**src/include/ecr_pkg.sv**
```systemverilog
// Constants for the encoder counter register block
package ecr_pkg;

  // ***************************************************
  // Bus geometry and register byte addresses
  // ***************************************************
  localparam int ECR_ADDR_W = 6;
  localparam logic [5:0] ECR_STATUS_OFS = 6'h00;
  localparam logic [5:0] ECR_POS_LOW_OFS = 6'h04;
  localparam logic [5:0] ECR_POS_HIGH_OFS = 6'h08;
  localparam logic [5:0] ECR_POS_HOLD_OFS = 6'h0c;
  localparam logic [5:0] ECR_VEL_LOW_OFS = 6'h10;
  localparam logic [5:0] ECR_VEL_HIGH_OFS = 6'h14;
  localparam logic [5:0] ECR_VEL_HOLD_OFS = 6'h18;
  localparam logic [5:0] ECR_TMR_LOW_OFS = 6'h1c;
  localparam logic [5:0] ECR_TMR_HIGH_OFS = 6'h20;
  localparam logic [5:0] ECR_IHLD_LOW_OFS = 6'h24;
  localparam logic [5:0] ECR_CTRL_OFS = 6'h28;

  // ***************************************************
  // Status field positions
  // ***************************************************
  localparam int ECR_IDX_EN_BIT = 0;
  localparam int ECR_IDX_FLAG_BIT = 1;
  localparam int ECR_HOM_EN_BIT = 2;
  localparam int ECR_HOM_FLAG_BIT = 3;
  localparam int ECR_PCI_EN_BIT = 6;
  localparam int ECR_PCI_FLAG_BIT = 7;

  // ***************************************************
  // Control field, modes, answers and reset values
  // ***************************************************
  localparam int ECR_MODE_LSB = 0;
  localparam logic [2:0] ECR_MODE_HOME_A = 3'h3;
  localparam logic [2:0] ECR_MODE_HOME_B = 3'h4;
  localparam logic [1:0] ECR_RESP_OKAY = 2'h0;
  localparam logic [1:0] ECR_RESP_SLVERR = 2'h2;
  localparam logic [15:0] ECR_RST16 = 16'h0000;
  localparam logic [31:0] ECR_RST32 = 32'h0000_0000;
  localparam logic [2:0] ECR_RST_MODE = 3'h0;

endpackage

```
**src/ecr_encoder_regs.sv**
```systemverilog
// Encoder counter registers with an AXI4-Lite slave
//
// Local design decisions: the placing of the registers and the AXI4-Lite slave port.
`timescale 1ns/1ns
module ecr_encoder_regs #(
  parameter bit VEL_WIDE = 1'b1 // Upper velocity word and hold exist
) (
  input wire logic clk_i, // Clock, 125 MHz
  input wire logic sys_rst_i, // Async reset, active high
  input wire logic [ecr_pkg::ECR_ADDR_W-1:0] s_axi_awaddr_i, // Write address
  input wire logic s_axi_awvalid_i, // Write address valid
  output logic s_axi_awready_o, // Write address ready
  input wire logic [31:0] s_axi_wdata_i, // Write data
  input wire logic [3:0] s_axi_wstrb_i, // Write byte strobes
  input wire logic s_axi_wvalid_i, // Write data valid
  output logic s_axi_wready_o, // Write data ready
  output logic [1:0] s_axi_bresp_o, // Write response
  output logic s_axi_bvalid_o, // Write response valid
  input wire logic s_axi_bready_i, // Write response ready
  input wire logic [ecr_pkg::ECR_ADDR_W-1:0] s_axi_araddr_i, // Read address
  input wire logic s_axi_arvalid_i, // Read address valid
  output logic s_axi_arready_o, // Read address ready
  output logic [31:0] s_axi_rdata_o, // Read data
  output logic [1:0] s_axi_rresp_o, // Read response
  output logic s_axi_rvalid_o, // Read data valid
  input wire logic s_axi_rready_i, // Read data ready
  input wire logic index_pin_i, // Index pin, asynchronous
  input wire logic home_pin_i, // Home pin, asynchronous
  input wire logic count_up_i, // Decoder step forward pulse
  input wire logic count_down_i, // Decoder step backward pulse
  output logic irq_o // Interrupt request, level
);
  import ecr_pkg::*;

  // ***************************************************
  // State record
  // ***************************************************
  typedef struct packed {
    logic aw_ok; // Write address held
    logic [5:0] aw_addr; // Held write address
    logic w_ok; // Write data held
    logic [31:0] w_data; // Held write data
    logic [3:0] w_strb; // Held strobes
    logic awready; // Address ready
    logic wready; // Data ready
    logic bvalid; // Response pending
    logic [1:0] bresp; // Response code
    logic arready; // Read address ready
    logic rvalid; // Read data pending
    logic [31:0] rdata; // Read data
    logic [1:0] rresp; // Read response code
    logic [2:0] idx_sync; // Index synchroniser
    logic idx_lvl; // Filtered index level
    logic [2:0] hom_sync; // Home synchroniser
    logic hom_lvl; // Filtered home level
    logic index_event_irq_enable; // Index enable
    logic index_event_flag; // Index flag
    logic home_event_irq_enable; // Home enable
    logic home_event_flag; // Home flag
    logic homing_irq_enable; // Homing done enable
    logic homing_complete_flag; // Homing done flag
    logic [2:0] position_init_mode; // Init mode
    logic [31:0] position_count; // Position
    logic [15:0] position_hold_value; // Position hold
    logic [31:0] velocity_count; // Velocity
    logic [15:0] velocity_hold_value; // Velocity hold
    logic [31:0] interval_timer_value; // Interval timer
    logic [31:0] interval_hold_value; // Interval hold
    logic irq; // Interrupt line
  } ecr_state_t;

  ecr_state_t st; // Registered state
  ecr_state_t next_st; // Next state

  // ***************************************************
  // Helpers
  // ***************************************************
  // Merges the low two byte lanes into a 16-bit word
  function automatic logic [15:0] ecr_merge(
    input logic [15:0] old,
    input logic [31:0] data,
    input logic [3:0] strb
  );
    logic [15:0] res;
    res = old;
    if (strb[0]) begin
      res[7:0] = data[7:0];
    end
    if (strb[1]) begin
      res[15:8] = data[15:8];
    end
    return res;
  endfunction

  // True when the mode selects a homing mode
  function automatic logic ecr_homing(input logic [2:0] mode);
    return (mode == ECR_MODE_HOME_A) || (mode == ECR_MODE_HOME_B);
  endfunction

  // ***************************************************
  // Next state logic
  // ***************************************************
  always_comb begin
    logic idx_rise;
    logic hom_rise;
    logic aw_have;
    logic w_have;
    logic [5:0] wa;
    logic [31:0] wd;
    logic [3:0] ws;
    logic [15:0] st_word;
    logic [31:0] rd;
    logic rd_ok;
    idx_rise = 1'b0;
    hom_rise = 1'b0;
    aw_have = 1'b0;
    w_have = 1'b0;
    wa = 6'h00;
    wd = ECR_RST32;
    ws = 4'h0;
    st_word = ECR_RST16;
    rd = ECR_RST32;
    rd_ok = 1'b0;
    next_st = st;

    // Pin synchronisers, first stage feeds only the second
    next_st.idx_sync = {st.idx_sync[1:0], index_pin_i};
    next_st.hom_sync = {st.hom_sync[1:0], home_pin_i};
    // A change counts once stages two and three agree
    if (st.idx_sync[1] == st.idx_sync[2]) begin
      next_st.idx_lvl = st.idx_sync[2];
    end
    if (st.hom_sync[1] == st.hom_sync[2]) begin
      next_st.hom_lvl = st.hom_sync[2];
    end
    idx_rise = st.idx_sync[1] & st.idx_sync[2] & ~st.idx_lvl;
    hom_rise = st.hom_sync[1] & st.hom_sync[2] & ~st.hom_lvl;

    // Counters follow the decoder steps
    if (count_up_i && !count_down_i) begin
      next_st.position_count = st.position_count + 32'h0000_0001;
      next_st.velocity_count = st.velocity_count + 32'h0000_0001;
    end else if (count_down_i && !count_up_i) begin
      next_st.position_count = st.position_count - 32'h0000_0001;
      next_st.velocity_count = st.velocity_count - 32'h0000_0001;
    end

    // Interval timer measures clocks between decoder steps
    if (count_up_i ^ count_down_i) begin
      next_st.interval_hold_value = st.interval_timer_value;
      next_st.interval_timer_value = ECR_RST32;
    end else begin
      next_st.interval_timer_value = st.interval_timer_value + 32'h0000_0001;
    end

    // Homing: a home event reinitialises the position
    if (hom_rise && ecr_homing(st.position_init_mode)) begin
      next_st.position_count = ECR_RST32;
    end

    // Write response handshake completes
    if (st.bvalid && s_axi_bready_i) begin
      next_st.bvalid = 1'b0;
    end
    // Capture write address and data in either order
    aw_have = st.aw_ok | (s_axi_awvalid_i & st.awready);
    w_have = st.w_ok | (s_axi_wvalid_i & st.wready);
    wa = st.aw_ok ? st.aw_addr : s_axi_awaddr_i;
    wd = st.w_ok ? st.w_data : s_axi_wdata_i;
    ws = st.w_ok ? st.w_strb : s_axi_wstrb_i;
    if (s_axi_awvalid_i && st.awready) begin
      next_st.aw_ok = 1'b1;
      next_st.aw_addr = s_axi_awaddr_i;
    end
    if (s_axi_wvalid_i && st.wready) begin
      next_st.w_ok = 1'b1;
      next_st.w_data = s_axi_wdata_i;
      next_st.w_strb = s_axi_wstrb_i;
    end

    // Register write once both halves are in
    if (aw_have && w_have) begin
      next_st.aw_ok = 1'b0;
      next_st.w_ok = 1'b0;
      next_st.bvalid = 1'b1;
      next_st.bresp = ECR_RESP_OKAY;
      case (wa)
        ECR_STATUS_OFS: begin
          // Enables are plain bits, flags clear on a written one
          if (ws[0]) begin
            next_st.index_event_irq_enable = wd[ECR_IDX_EN_BIT];
            next_st.home_event_irq_enable = wd[ECR_HOM_EN_BIT];
            next_st.homing_irq_enable = wd[ECR_PCI_EN_BIT];
            if (wd[ECR_IDX_FLAG_BIT]) begin
              next_st.index_event_flag = 1'b0;
            end
            if (wd[ECR_HOM_FLAG_BIT]) begin
              next_st.home_event_flag = 1'b0;
            end
            if (wd[ECR_PCI_FLAG_BIT]) begin
              next_st.homing_complete_flag = 1'b0;
            end
          end
        end
        ECR_POS_LOW_OFS: begin
          // Whole counter loads from low word and hold
          next_st.position_count = {st.position_hold_value,
            ecr_merge(st.position_count[15:0], wd, ws)};
        end
        ECR_POS_HIGH_OFS: begin
          next_st.position_count[31:16] =
            ecr_merge(st.position_count[31:16], wd, ws);
        end
        ECR_POS_HOLD_OFS: begin
          next_st.position_hold_value =
            ecr_merge(st.position_hold_value, wd, ws);
        end
        ECR_VEL_LOW_OFS: begin
          next_st.velocity_count = {st.velocity_hold_value,
            ecr_merge(st.velocity_count[15:0], wd, ws)};
        end
        ECR_VEL_HIGH_OFS: begin
          next_st.velocity_count[31:16] =
            ecr_merge(st.velocity_count[31:16], wd, ws);
        end
        ECR_VEL_HOLD_OFS: begin
          next_st.velocity_hold_value =
            ecr_merge(st.velocity_hold_value, wd, ws);
        end
        ECR_TMR_LOW_OFS: begin
          next_st.interval_timer_value[15:0] =
            ecr_merge(st.interval_timer_value[15:0], wd, ws);
        end
        ECR_TMR_HIGH_OFS: begin
          next_st.interval_timer_value[31:16] =
            ecr_merge(st.interval_timer_value[31:16], wd, ws);
        end
        ECR_IHLD_LOW_OFS: begin
          next_st.interval_hold_value[15:0] =
            ecr_merge(st.interval_hold_value[15:0], wd, ws);
        end
        ECR_CTRL_OFS: begin
          if (ws[0]) begin
            next_st.position_init_mode = wd[ECR_MODE_LSB+:3];
          end
        end
        default: begin
          // Unmapped address
          next_st.bresp = ECR_RESP_SLVERR;
        end
      endcase
    end

    // Hardware set wins over a clear in the same cycle
    if (idx_rise) begin
      next_st.index_event_flag = 1'b1;
    end
    if (hom_rise) begin
      next_st.home_event_flag = 1'b1;
    end
    if (hom_rise && ecr_homing(st.position_init_mode)) begin
      next_st.homing_complete_flag = 1'b1;
    end

    // Read response handshake completes
    if (st.rvalid && s_axi_rready_i) begin
      next_st.rvalid = 1'b0;
    end
    // Status word as software sees it
    st_word[ECR_IDX_EN_BIT] = st.index_event_irq_enable;
    st_word[ECR_IDX_FLAG_BIT] = st.index_event_flag;
    st_word[ECR_HOM_EN_BIT] = st.home_event_irq_enable;
    st_word[ECR_HOM_FLAG_BIT] = st.home_event_flag;
    st_word[ECR_PCI_EN_BIT] = st.homing_irq_enable;
    st_word[ECR_PCI_FLAG_BIT] = st.homing_complete_flag;

    // Register read with side effects on the position and velocity low words
    if (s_axi_arvalid_i && st.arready) begin
      rd_ok = 1'b1;
      case (s_axi_araddr_i)
        ECR_STATUS_OFS: begin
          rd = {16'h0000, st_word};
        end
        ECR_POS_LOW_OFS: begin
          rd = {16'h0000, st.position_count[15:0]};
          next_st.position_hold_value = st.position_count[31:16];
        end
        ECR_POS_HIGH_OFS: begin
          rd = {16'h0000, st.position_count[31:16]};
        end
        ECR_POS_HOLD_OFS: begin
          rd = {16'h0000, st.position_hold_value};
        end
        ECR_VEL_LOW_OFS: begin
          rd = {16'h0000, st.velocity_count[15:0]};
          next_st.velocity_hold_value = st.velocity_count[31:16];
        end
        ECR_VEL_HIGH_OFS: begin
          rd = {16'h0000, st.velocity_count[31:16]};
        end
        ECR_VEL_HOLD_OFS: begin
          rd = {16'h0000, st.velocity_hold_value};
        end
        ECR_TMR_LOW_OFS: begin
          rd = {16'h0000, st.interval_timer_value[15:0]};
        end
        ECR_TMR_HIGH_OFS: begin
          rd = {16'h0000, st.interval_timer_value[31:16]};
        end
        ECR_IHLD_LOW_OFS: begin
          rd = {16'h0000, st.interval_hold_value[15:0]};
        end
        ECR_CTRL_OFS: begin
          rd = {29'h0000_0000, st.position_init_mode};
        end
        default: begin
          // Unmapped address reads zero with an error
          rd_ok = 1'b0;
        end
      endcase
      next_st.rvalid = 1'b1;
      next_st.rdata = rd;
      next_st.rresp = rd_ok ? ECR_RESP_OKAY : ECR_RESP_SLVERR;
    end

    // Narrow variants have no upper velocity word or hold
    if (!VEL_WIDE) begin
      next_st.velocity_count[31:16] = ECR_RST16;
      next_st.velocity_hold_value = ECR_RST16;
    end

    // Ready flags: one transaction of each kind at a time
    next_st.awready = ~next_st.aw_ok & ~next_st.bvalid;
    next_st.wready = ~next_st.w_ok & ~next_st.bvalid;
    next_st.arready = ~next_st.rvalid;

    // Enables gate the flags onto the interrupt line
    next_st.irq =
      (next_st.index_event_flag & next_st.index_event_irq_enable) |
      (next_st.home_event_flag & next_st.home_event_irq_enable) |
      (next_st.homing_complete_flag & next_st.homing_irq_enable);
  end

  // ***************************************************
  // State register
  // ***************************************************
  always_ff @(posedge clk_i or posedge sys_rst_i) begin
    if (sys_rst_i) begin
      st <= '0;
      st.position_count <= ECR_RST32;
      st.position_hold_value <= ECR_RST16;
      st.velocity_count <= ECR_RST32;
      st.velocity_hold_value <= ECR_RST16;
      st.interval_timer_value <= ECR_RST32;
      st.interval_hold_value <= ECR_RST32;
      st.position_init_mode <= ECR_RST_MODE;
    end else begin
      st <= next_st;
    end
  end

  // ***************************************************
  // Outputs straight from the state register
  // ***************************************************
  assign s_axi_awready_o = st.awready;
  assign s_axi_wready_o = st.wready;
  assign s_axi_bresp_o = st.bresp;
  assign s_axi_bvalid_o = st.bvalid;
  assign s_axi_arready_o = st.arready;
  assign s_axi_rdata_o = st.rdata;
  assign s_axi_rresp_o = st.rresp;
  assign s_axi_rvalid_o = st.rvalid;
  assign irq_o = st.irq;

endmodule

```
**config.mk**
```make
export PLATFORM = sky130hd
export DESIGN_NAME = ecr_encoder_regs
export DESIGN_NICKNAME = d
export VERILOG_FILES = /design/src/include/ecr_pkg.sv /design/src/ecr_encoder_regs.sv
export SDC_FILE = /design/constraint.sdc
export NUM_CORES = 1
export LEC_CHECK = 0
export BUFFER_PORTS_ARGS = -buffer_cell sky130_fd_sc_hd__buf_4
export CORE_MARGIN = 2
export CORE_UTILIZATION = 45
export CTS_CLUSTER_DIAMETER = 50
export DETAILED_ROUTE_END_ITERATION = 8
export GPL_ROUTABILITY_DRIVEN = 1
export GPL_TIMING_DRIVEN = 0
export PLACE_DENSITY = 0.58
export SYNTH_ARGS = -nofsm -noshare
export SYNTH_HDL_FRONTEND = slang
export SYNTH_SLANG_ARGS = --single-unit
export TNS_END_PERCENT = 1
```
**constraint.sdc**
```tcl
create_clock -name clk_i -period 22.1 [get_ports clk_i]
set_input_delay 6.63 -clock clk_i [delete_from_list [all_inputs] [get_ports clk_i]]
set_output_delay 6.63 -clock clk_i [all_outputs]
set_load 0.01 [all_outputs]
```
* Word level (Yosys, flattened, before mapping)
Cells that the tools add are included.
Word-level totals: output and inout bits 42, bits in registers 247
Operators by class: bitwise gates (word level) 22, reduce and logical (&&, ||, !) cells 17, muxes and demuxes 54, equality and inequality tests 38, $add $sub $neg 5
Operators with widths (number):
- 16-bit two-way mux | 14
- 32-bit two-way mux | 6
- 16-bit case mux with 11 select lines | 1
- 137-bit two-way mux | 1
- 32-bit by 1-bit adder with 32-bit output (second input constant) | 3
- 16-bit case mux with 2 select lines | 2
- 32-bit by 1-bit subtractor with 32-bit output (second input constant) | 2
- 6-bit by 5-bit == test with 1-bit output (second input constant) | 8
- 8-bit two-way mux | 6
- 3-bit != test (second input constant) | 14
- 37-bit two-way mux | 1
- 6-bit == test (second input constant) | 6
- 35-bit two-way mux | 1
- 6-bit by 4-bit == test with 1-bit output (second input constant) | 4
- 11-bit OR reduction | 2
- 6-bit two-way mux | 3
- 6-bit by 3-bit == test with 1-bit output (second input constant) | 2
- 6-bit zero test | 2
- 1-bit two-way mux | 12
- 1-bit bitwise AND | 11
- 1-bit logical AND | 9
- 3-bit two-way mux | 3
- 7-bit two-way mux | 1
- 2-bit two-way mux | 3
- other kinds (9) | 19

* Logic depth before layout (Yosys ltp)
word-level depth 11, gate-level depth with buffers 10, gate-level depth less buffers 8

* Least setup slack after synthesis
No wires, ideal clock.
path type input -> register, start point in count_up_i, end point reg st[98] (netlist bit), stages on the path 9, path slack 13591 ps, library setup time 99 ps, path buffers 1, data arrival time 8409 ps, cell sequence inv_1 > ha_1 > clkbuf_1 > nor4b_2 > or3b_4 > o21a_1 > nor2_2 > a211oi_1 > a311oi_1
On the way: cells in the longest elaborated chain, start to end 6, elaborated cells on any way between the ends 7
RTL lines:
- start, declared | line ecr_encoder_regs.sv:29 | input wire logic count_up_i,
- 1-bit zero test | line ecr_encoder_regs.sv:143 | end else if (count_down_i && !count_up_i) begin
- 1-bit logical AND | line ecr_encoder_regs.sv:143
- 32-bit two-way mux | line ecr_encoder_regs.sv:143
- 32-bit two-way mux * | line ecr_encoder_regs.sv:140 | if (count_up_i && !count_down_i) begin
- 16-bit case mux with 2 select lines | line ecr_encoder_regs.sv:187 | case (wa)
- 137-bit two-way mux * | line ecr_encoder_regs.sv:182 | if (aw_have && w_have) begin
- end signal, assigned | line ecr_encoder_regs.sv:358 | st <= next_st;
- end, declared | line ecr_encoder_regs.sv:72 | ecr_state_t st;
Mark *: on every way between the ends. The rest lies on a longest branch, timed or not. A chain may end at the register's enable or synchronous reset.

* Worst setup path in the final report
start point in count_down_i, end point reg st[157] (netlist bit)
On the way: cells in the longest elaborated chain, start to end 6, elaborated cells on any way between the ends 8
RTL lines:
- start, declared | line ecr_encoder_regs.sv:30 | input wire logic count_down_i,
- 1-bit logical AND / 1-bit zero test (equally long branches) | line ecr_encoder_regs.sv:143, ecr_encoder_regs.sv:140
- 32-bit two-way mux / 1-bit logical AND (equally long branches) | line ecr_encoder_regs.sv:143, ecr_encoder_regs.sv:140
- 32-bit two-way mux * | line ecr_encoder_regs.sv:140
- 32-bit two-way mux * | line ecr_encoder_regs.sv:157 | if (hom_rise && ecr_homing(st.position_init_mode)) begin
- 16-bit case mux with 2 select lines | line ecr_encoder_regs.sv:187
- 137-bit two-way mux * | line ecr_encoder_regs.sv:182
Marks and branches as above.

==> impl_results.md <==
* Status: finished, violations left
* Failing checks: capacitance limit, slew limit
* DP HPWL at 46.1 mm
* Clock Latency Late Sink at about 0.53 ns
* Routed wire length at 61.9 mm
* First-pass GRT wire length at 91.0 mm
* Fillers at 2907
* Unique masters post-synth at 90
* Synth Flop Type: dfrtp_1
* Cts hold-fix bufs at 0
* VDD IR-drop max at 83.1 µV
* CTS buffer count at 37
* Leak pwr at 6.79 nW
* Synth top area cells: dfrtp_1 37%, nand2_1 4.6%, o21ai_0 4.5%
* Synth Cell Area at 0.0142 mm²
* Most common cell on crit path: clkbuf_1
* Crit path max fanout at 10
* Total die area at roughly 0.033 mm²
* Ratio of cells with drive above 1 in the final layout at around 18%
* Clock Skews at 0.0155 ns
* Max-cap violation count at 1
* Worst EP required at 22.54 ns
* Max-slew violations at 1
* Site Rows at between 60 and 70
* RSZ-0062 raised after global routing: no
* Via density at approximately 6.7
* Core ar. at 0.0307 mm²
* Grt ovf at 0
* Largest area contributor in the netlist: dfrtp_1
* DR WL/cell at 28.3 µm
* Commonest non-fill, non-tap cell in the layout: dfrtp_1
* Asr flop ratio synth at 100%
* Largest net degree at the start of global routing at 110
* Final hold violation count at 0
* Most frequent cells in the layout: 211 x dfrtp_1, 174 x nand2_1, 127 x o21ai_0
* Initial antenna violation count at 4
* Die Width at 181 µm
* CP Cell Sequence: buf_4, inv_1, ha_1, clkbuf_1, clkbuf_1, clkbuf_1, o21ai_0, and4_1, nor3b_1
* Slowest CP cell: clkbuf_1
* Gr usage total at 37.3%
* Root Driver: clkbuf_16
* DR iter-0 viols at 1872
* Number of global-route vias before repair at 13581
* Vias at 14607
* Worst setup SP type: input pin
* Data arrival, critical path at 9.68 ns
* Seq/Total Area, Yosys at a little under two fifths
* Yosys top cell area share at 37.3%
* Tmin final at ~9.2 ns
* Initial Utilization at a little under half
* Period utilisation layout at between 40% and 50%
* Clock sink count at 211
* Pwr dens at 121 mW/mm²
* Synth warn at 0
* Die height at 181 µm
* Final setup vio count at 0
* Clock transition at path regs at roughly 0.06 ns
* Fmax at 0.108 GHz
* CP peak stage delay at 0.62 ns
* Crit end category: flip-flop
* Placed instance area at about 0.015 mm²
* NumNets Final at 1826
* H-tree levels at 2
* Routed Antenna Nets at 0
* Clock buffer depth at 3
* Hold Crit Class: flip-flop to flip-flop
* Post-route cell area at approximately 0.017 mm²
* CTS tree: built
* First-pass iteration count of the detailed router at 6
* #FFs+latches synth at 211
* Relative slew slack at -0.166%
* Area added between synthesis and finish at 17.3%
* Avg Inst Size Synth at 8.66 µm²
* Post-CTS sizing at 0
* Drc violations at 0
* Post-CTS Setup Bufs at 0
* Fin Setup TNS at 0 ns
* Worst-Margin Slew at approximately 1.5 ns
* GP Congestion at 1.01
* Top Ports at ~100
* Number of flops mapped to enable cells by yosys at 0
* Post-Syn Instances at 1634
* I/O Buffers at 62
* Kind of critical path: input pin to flip-flop
## per-stage QoR
stage          hold slack (ns)  total power, mW  cells  worst slack, ns  util [%]
4_1_cts                  0.349             1.97   2182            12.99      54.0
2_1_floorplan            0.331             1.04   1651             9.70         -
5_1_grt                  0.359             2.07   2183            12.68      54.0
3_5_place_dp             0.336             1.37   2114            12.47      49.7
3_3_place_gp             0.333             1.35   2109             6.58      49.4
6_report                 0.345             2.01   2185            12.86      54.0
## power by group
part | total [mW] | switching, mW | leakage (nW) | internal (mW)
logic | 0.780 | 0.532 | 3.41 | 0.248
registers | 0.619 | 0.124 | 2.75 | 0.495
clock network | 0.606 | 0.223 | 0.627 | 0.383
total | 2.01 | 0.879 | 6.79 | 1.13
## layout make-up
class | instances | area [µm²] | area share (%)
Sequential cell | 211 | 5280 | 31.8
Antenna cell | 2 | 5.00 | 0.0301
Tap cell | 396 | 495 | 2.98
Buffer | 161 | 820 | 4.93
Inverter | 30 | 120 | 0.723
Clock buffer | 48 | 1080 | 6.50
Multi-Input combinational cell | 1249 | 8040 | 48.4
Timing Repair Buffer | 68 | 549 | 3.31
Clock inverter | 20 | 221 | 1.33
## worst max-delay path: cells and delay by family
kind | cells | cell delay, ns
AOI/OAI and AO/OA | 1 | 0.31
buffers and inverters | 5 | 1.92
adders and majority gates | 1 | 0.34
and+or+nand+nor | 2 | 0.46
## cell families (layout without fill, tap and decap cells)
group                    after synthesis  after routing  synth area share (%)
multiplexers                          89             89                  6.85
XOR/XNOR                              17             17                  1.05
AO/OA/AOI/OAI                        513            513                  25.1
AND/OR/NAND/NOR                      603            603                  22.3
buffers and inverters                191            327                  6.58
other                                  1             20                0.0265
adder cells (fa/ha/maj)                9              9                 0.795
flip-flops                           211            211                  37.3
## routing by layer
metal | up-vias | global-route usage, % | part of all wire [%]
li1 | 6394 | - | -
met1 | 7184 | 49.4 | 40
met2 | 823 | 54.6 | 42
met3 | 200 | 10.7 | 11
met4 | 6 | 21.2 | 6.6
met5 | - | 0 | 0.078
## path summary, 6_finish.rpt
check / depth (start not counted) / slack (ns) / start / endpoint
min reg2reg: 0 / 0.35 / next_st[176] / next_st[177]
max reg2reg: 8 / 18.42 / st[255] / st[156]
min: 0 / 0.35 / next_st[176] / next_st[177]
min in group asynchronous: 2 / 6.23 / sys_rst_i / st[86]
max in group asynchronous: 3 / 14.81 / sys_rst_i / st[53]
max: 9 / 12.86 / count_down_i / st[157]
## flip-flops by register name, summed over array words and instances (netlist names)
name,cells
st,183
s_axi_rdata_o,16
next_st,4
irq_o,1
s_axi_arready_o,1
s_axi_awready_o,1
s_axi_bresp_o,1
s_axi_bvalid_o,1
s_axi_rresp_o,1
s_axi_rvalid_o,1
s_axi_wready_o,1
## synth_stat cells, drive strengths merged, types with 6 or more instances
master   instances
and4            13
nor3b           19
o22a             7
or2              6
or4             12
xor2            13
nor3            52
buf             77
nand3           62
mux2            53
nor2           128
a22o            28
or3             17
nor2b            8
o221a            6
dfrtp          211
a31oi           11
o211ai           9
a211oi          21
mux2i           36
inv             30
nand2b          10
nor4            35
o311ai          11
and2            10
o21ai          149
a32oi            8
nand2          175
and3            12
clkbuf          84
o31ai            8
o22ai           27
o21a             6
a22oi           55
nand4           27
a2bb2oi         13
a21oi           68
a221o           28
a21o             9
ha               9
Note: power is estimated with default switching activity, not from simulation.
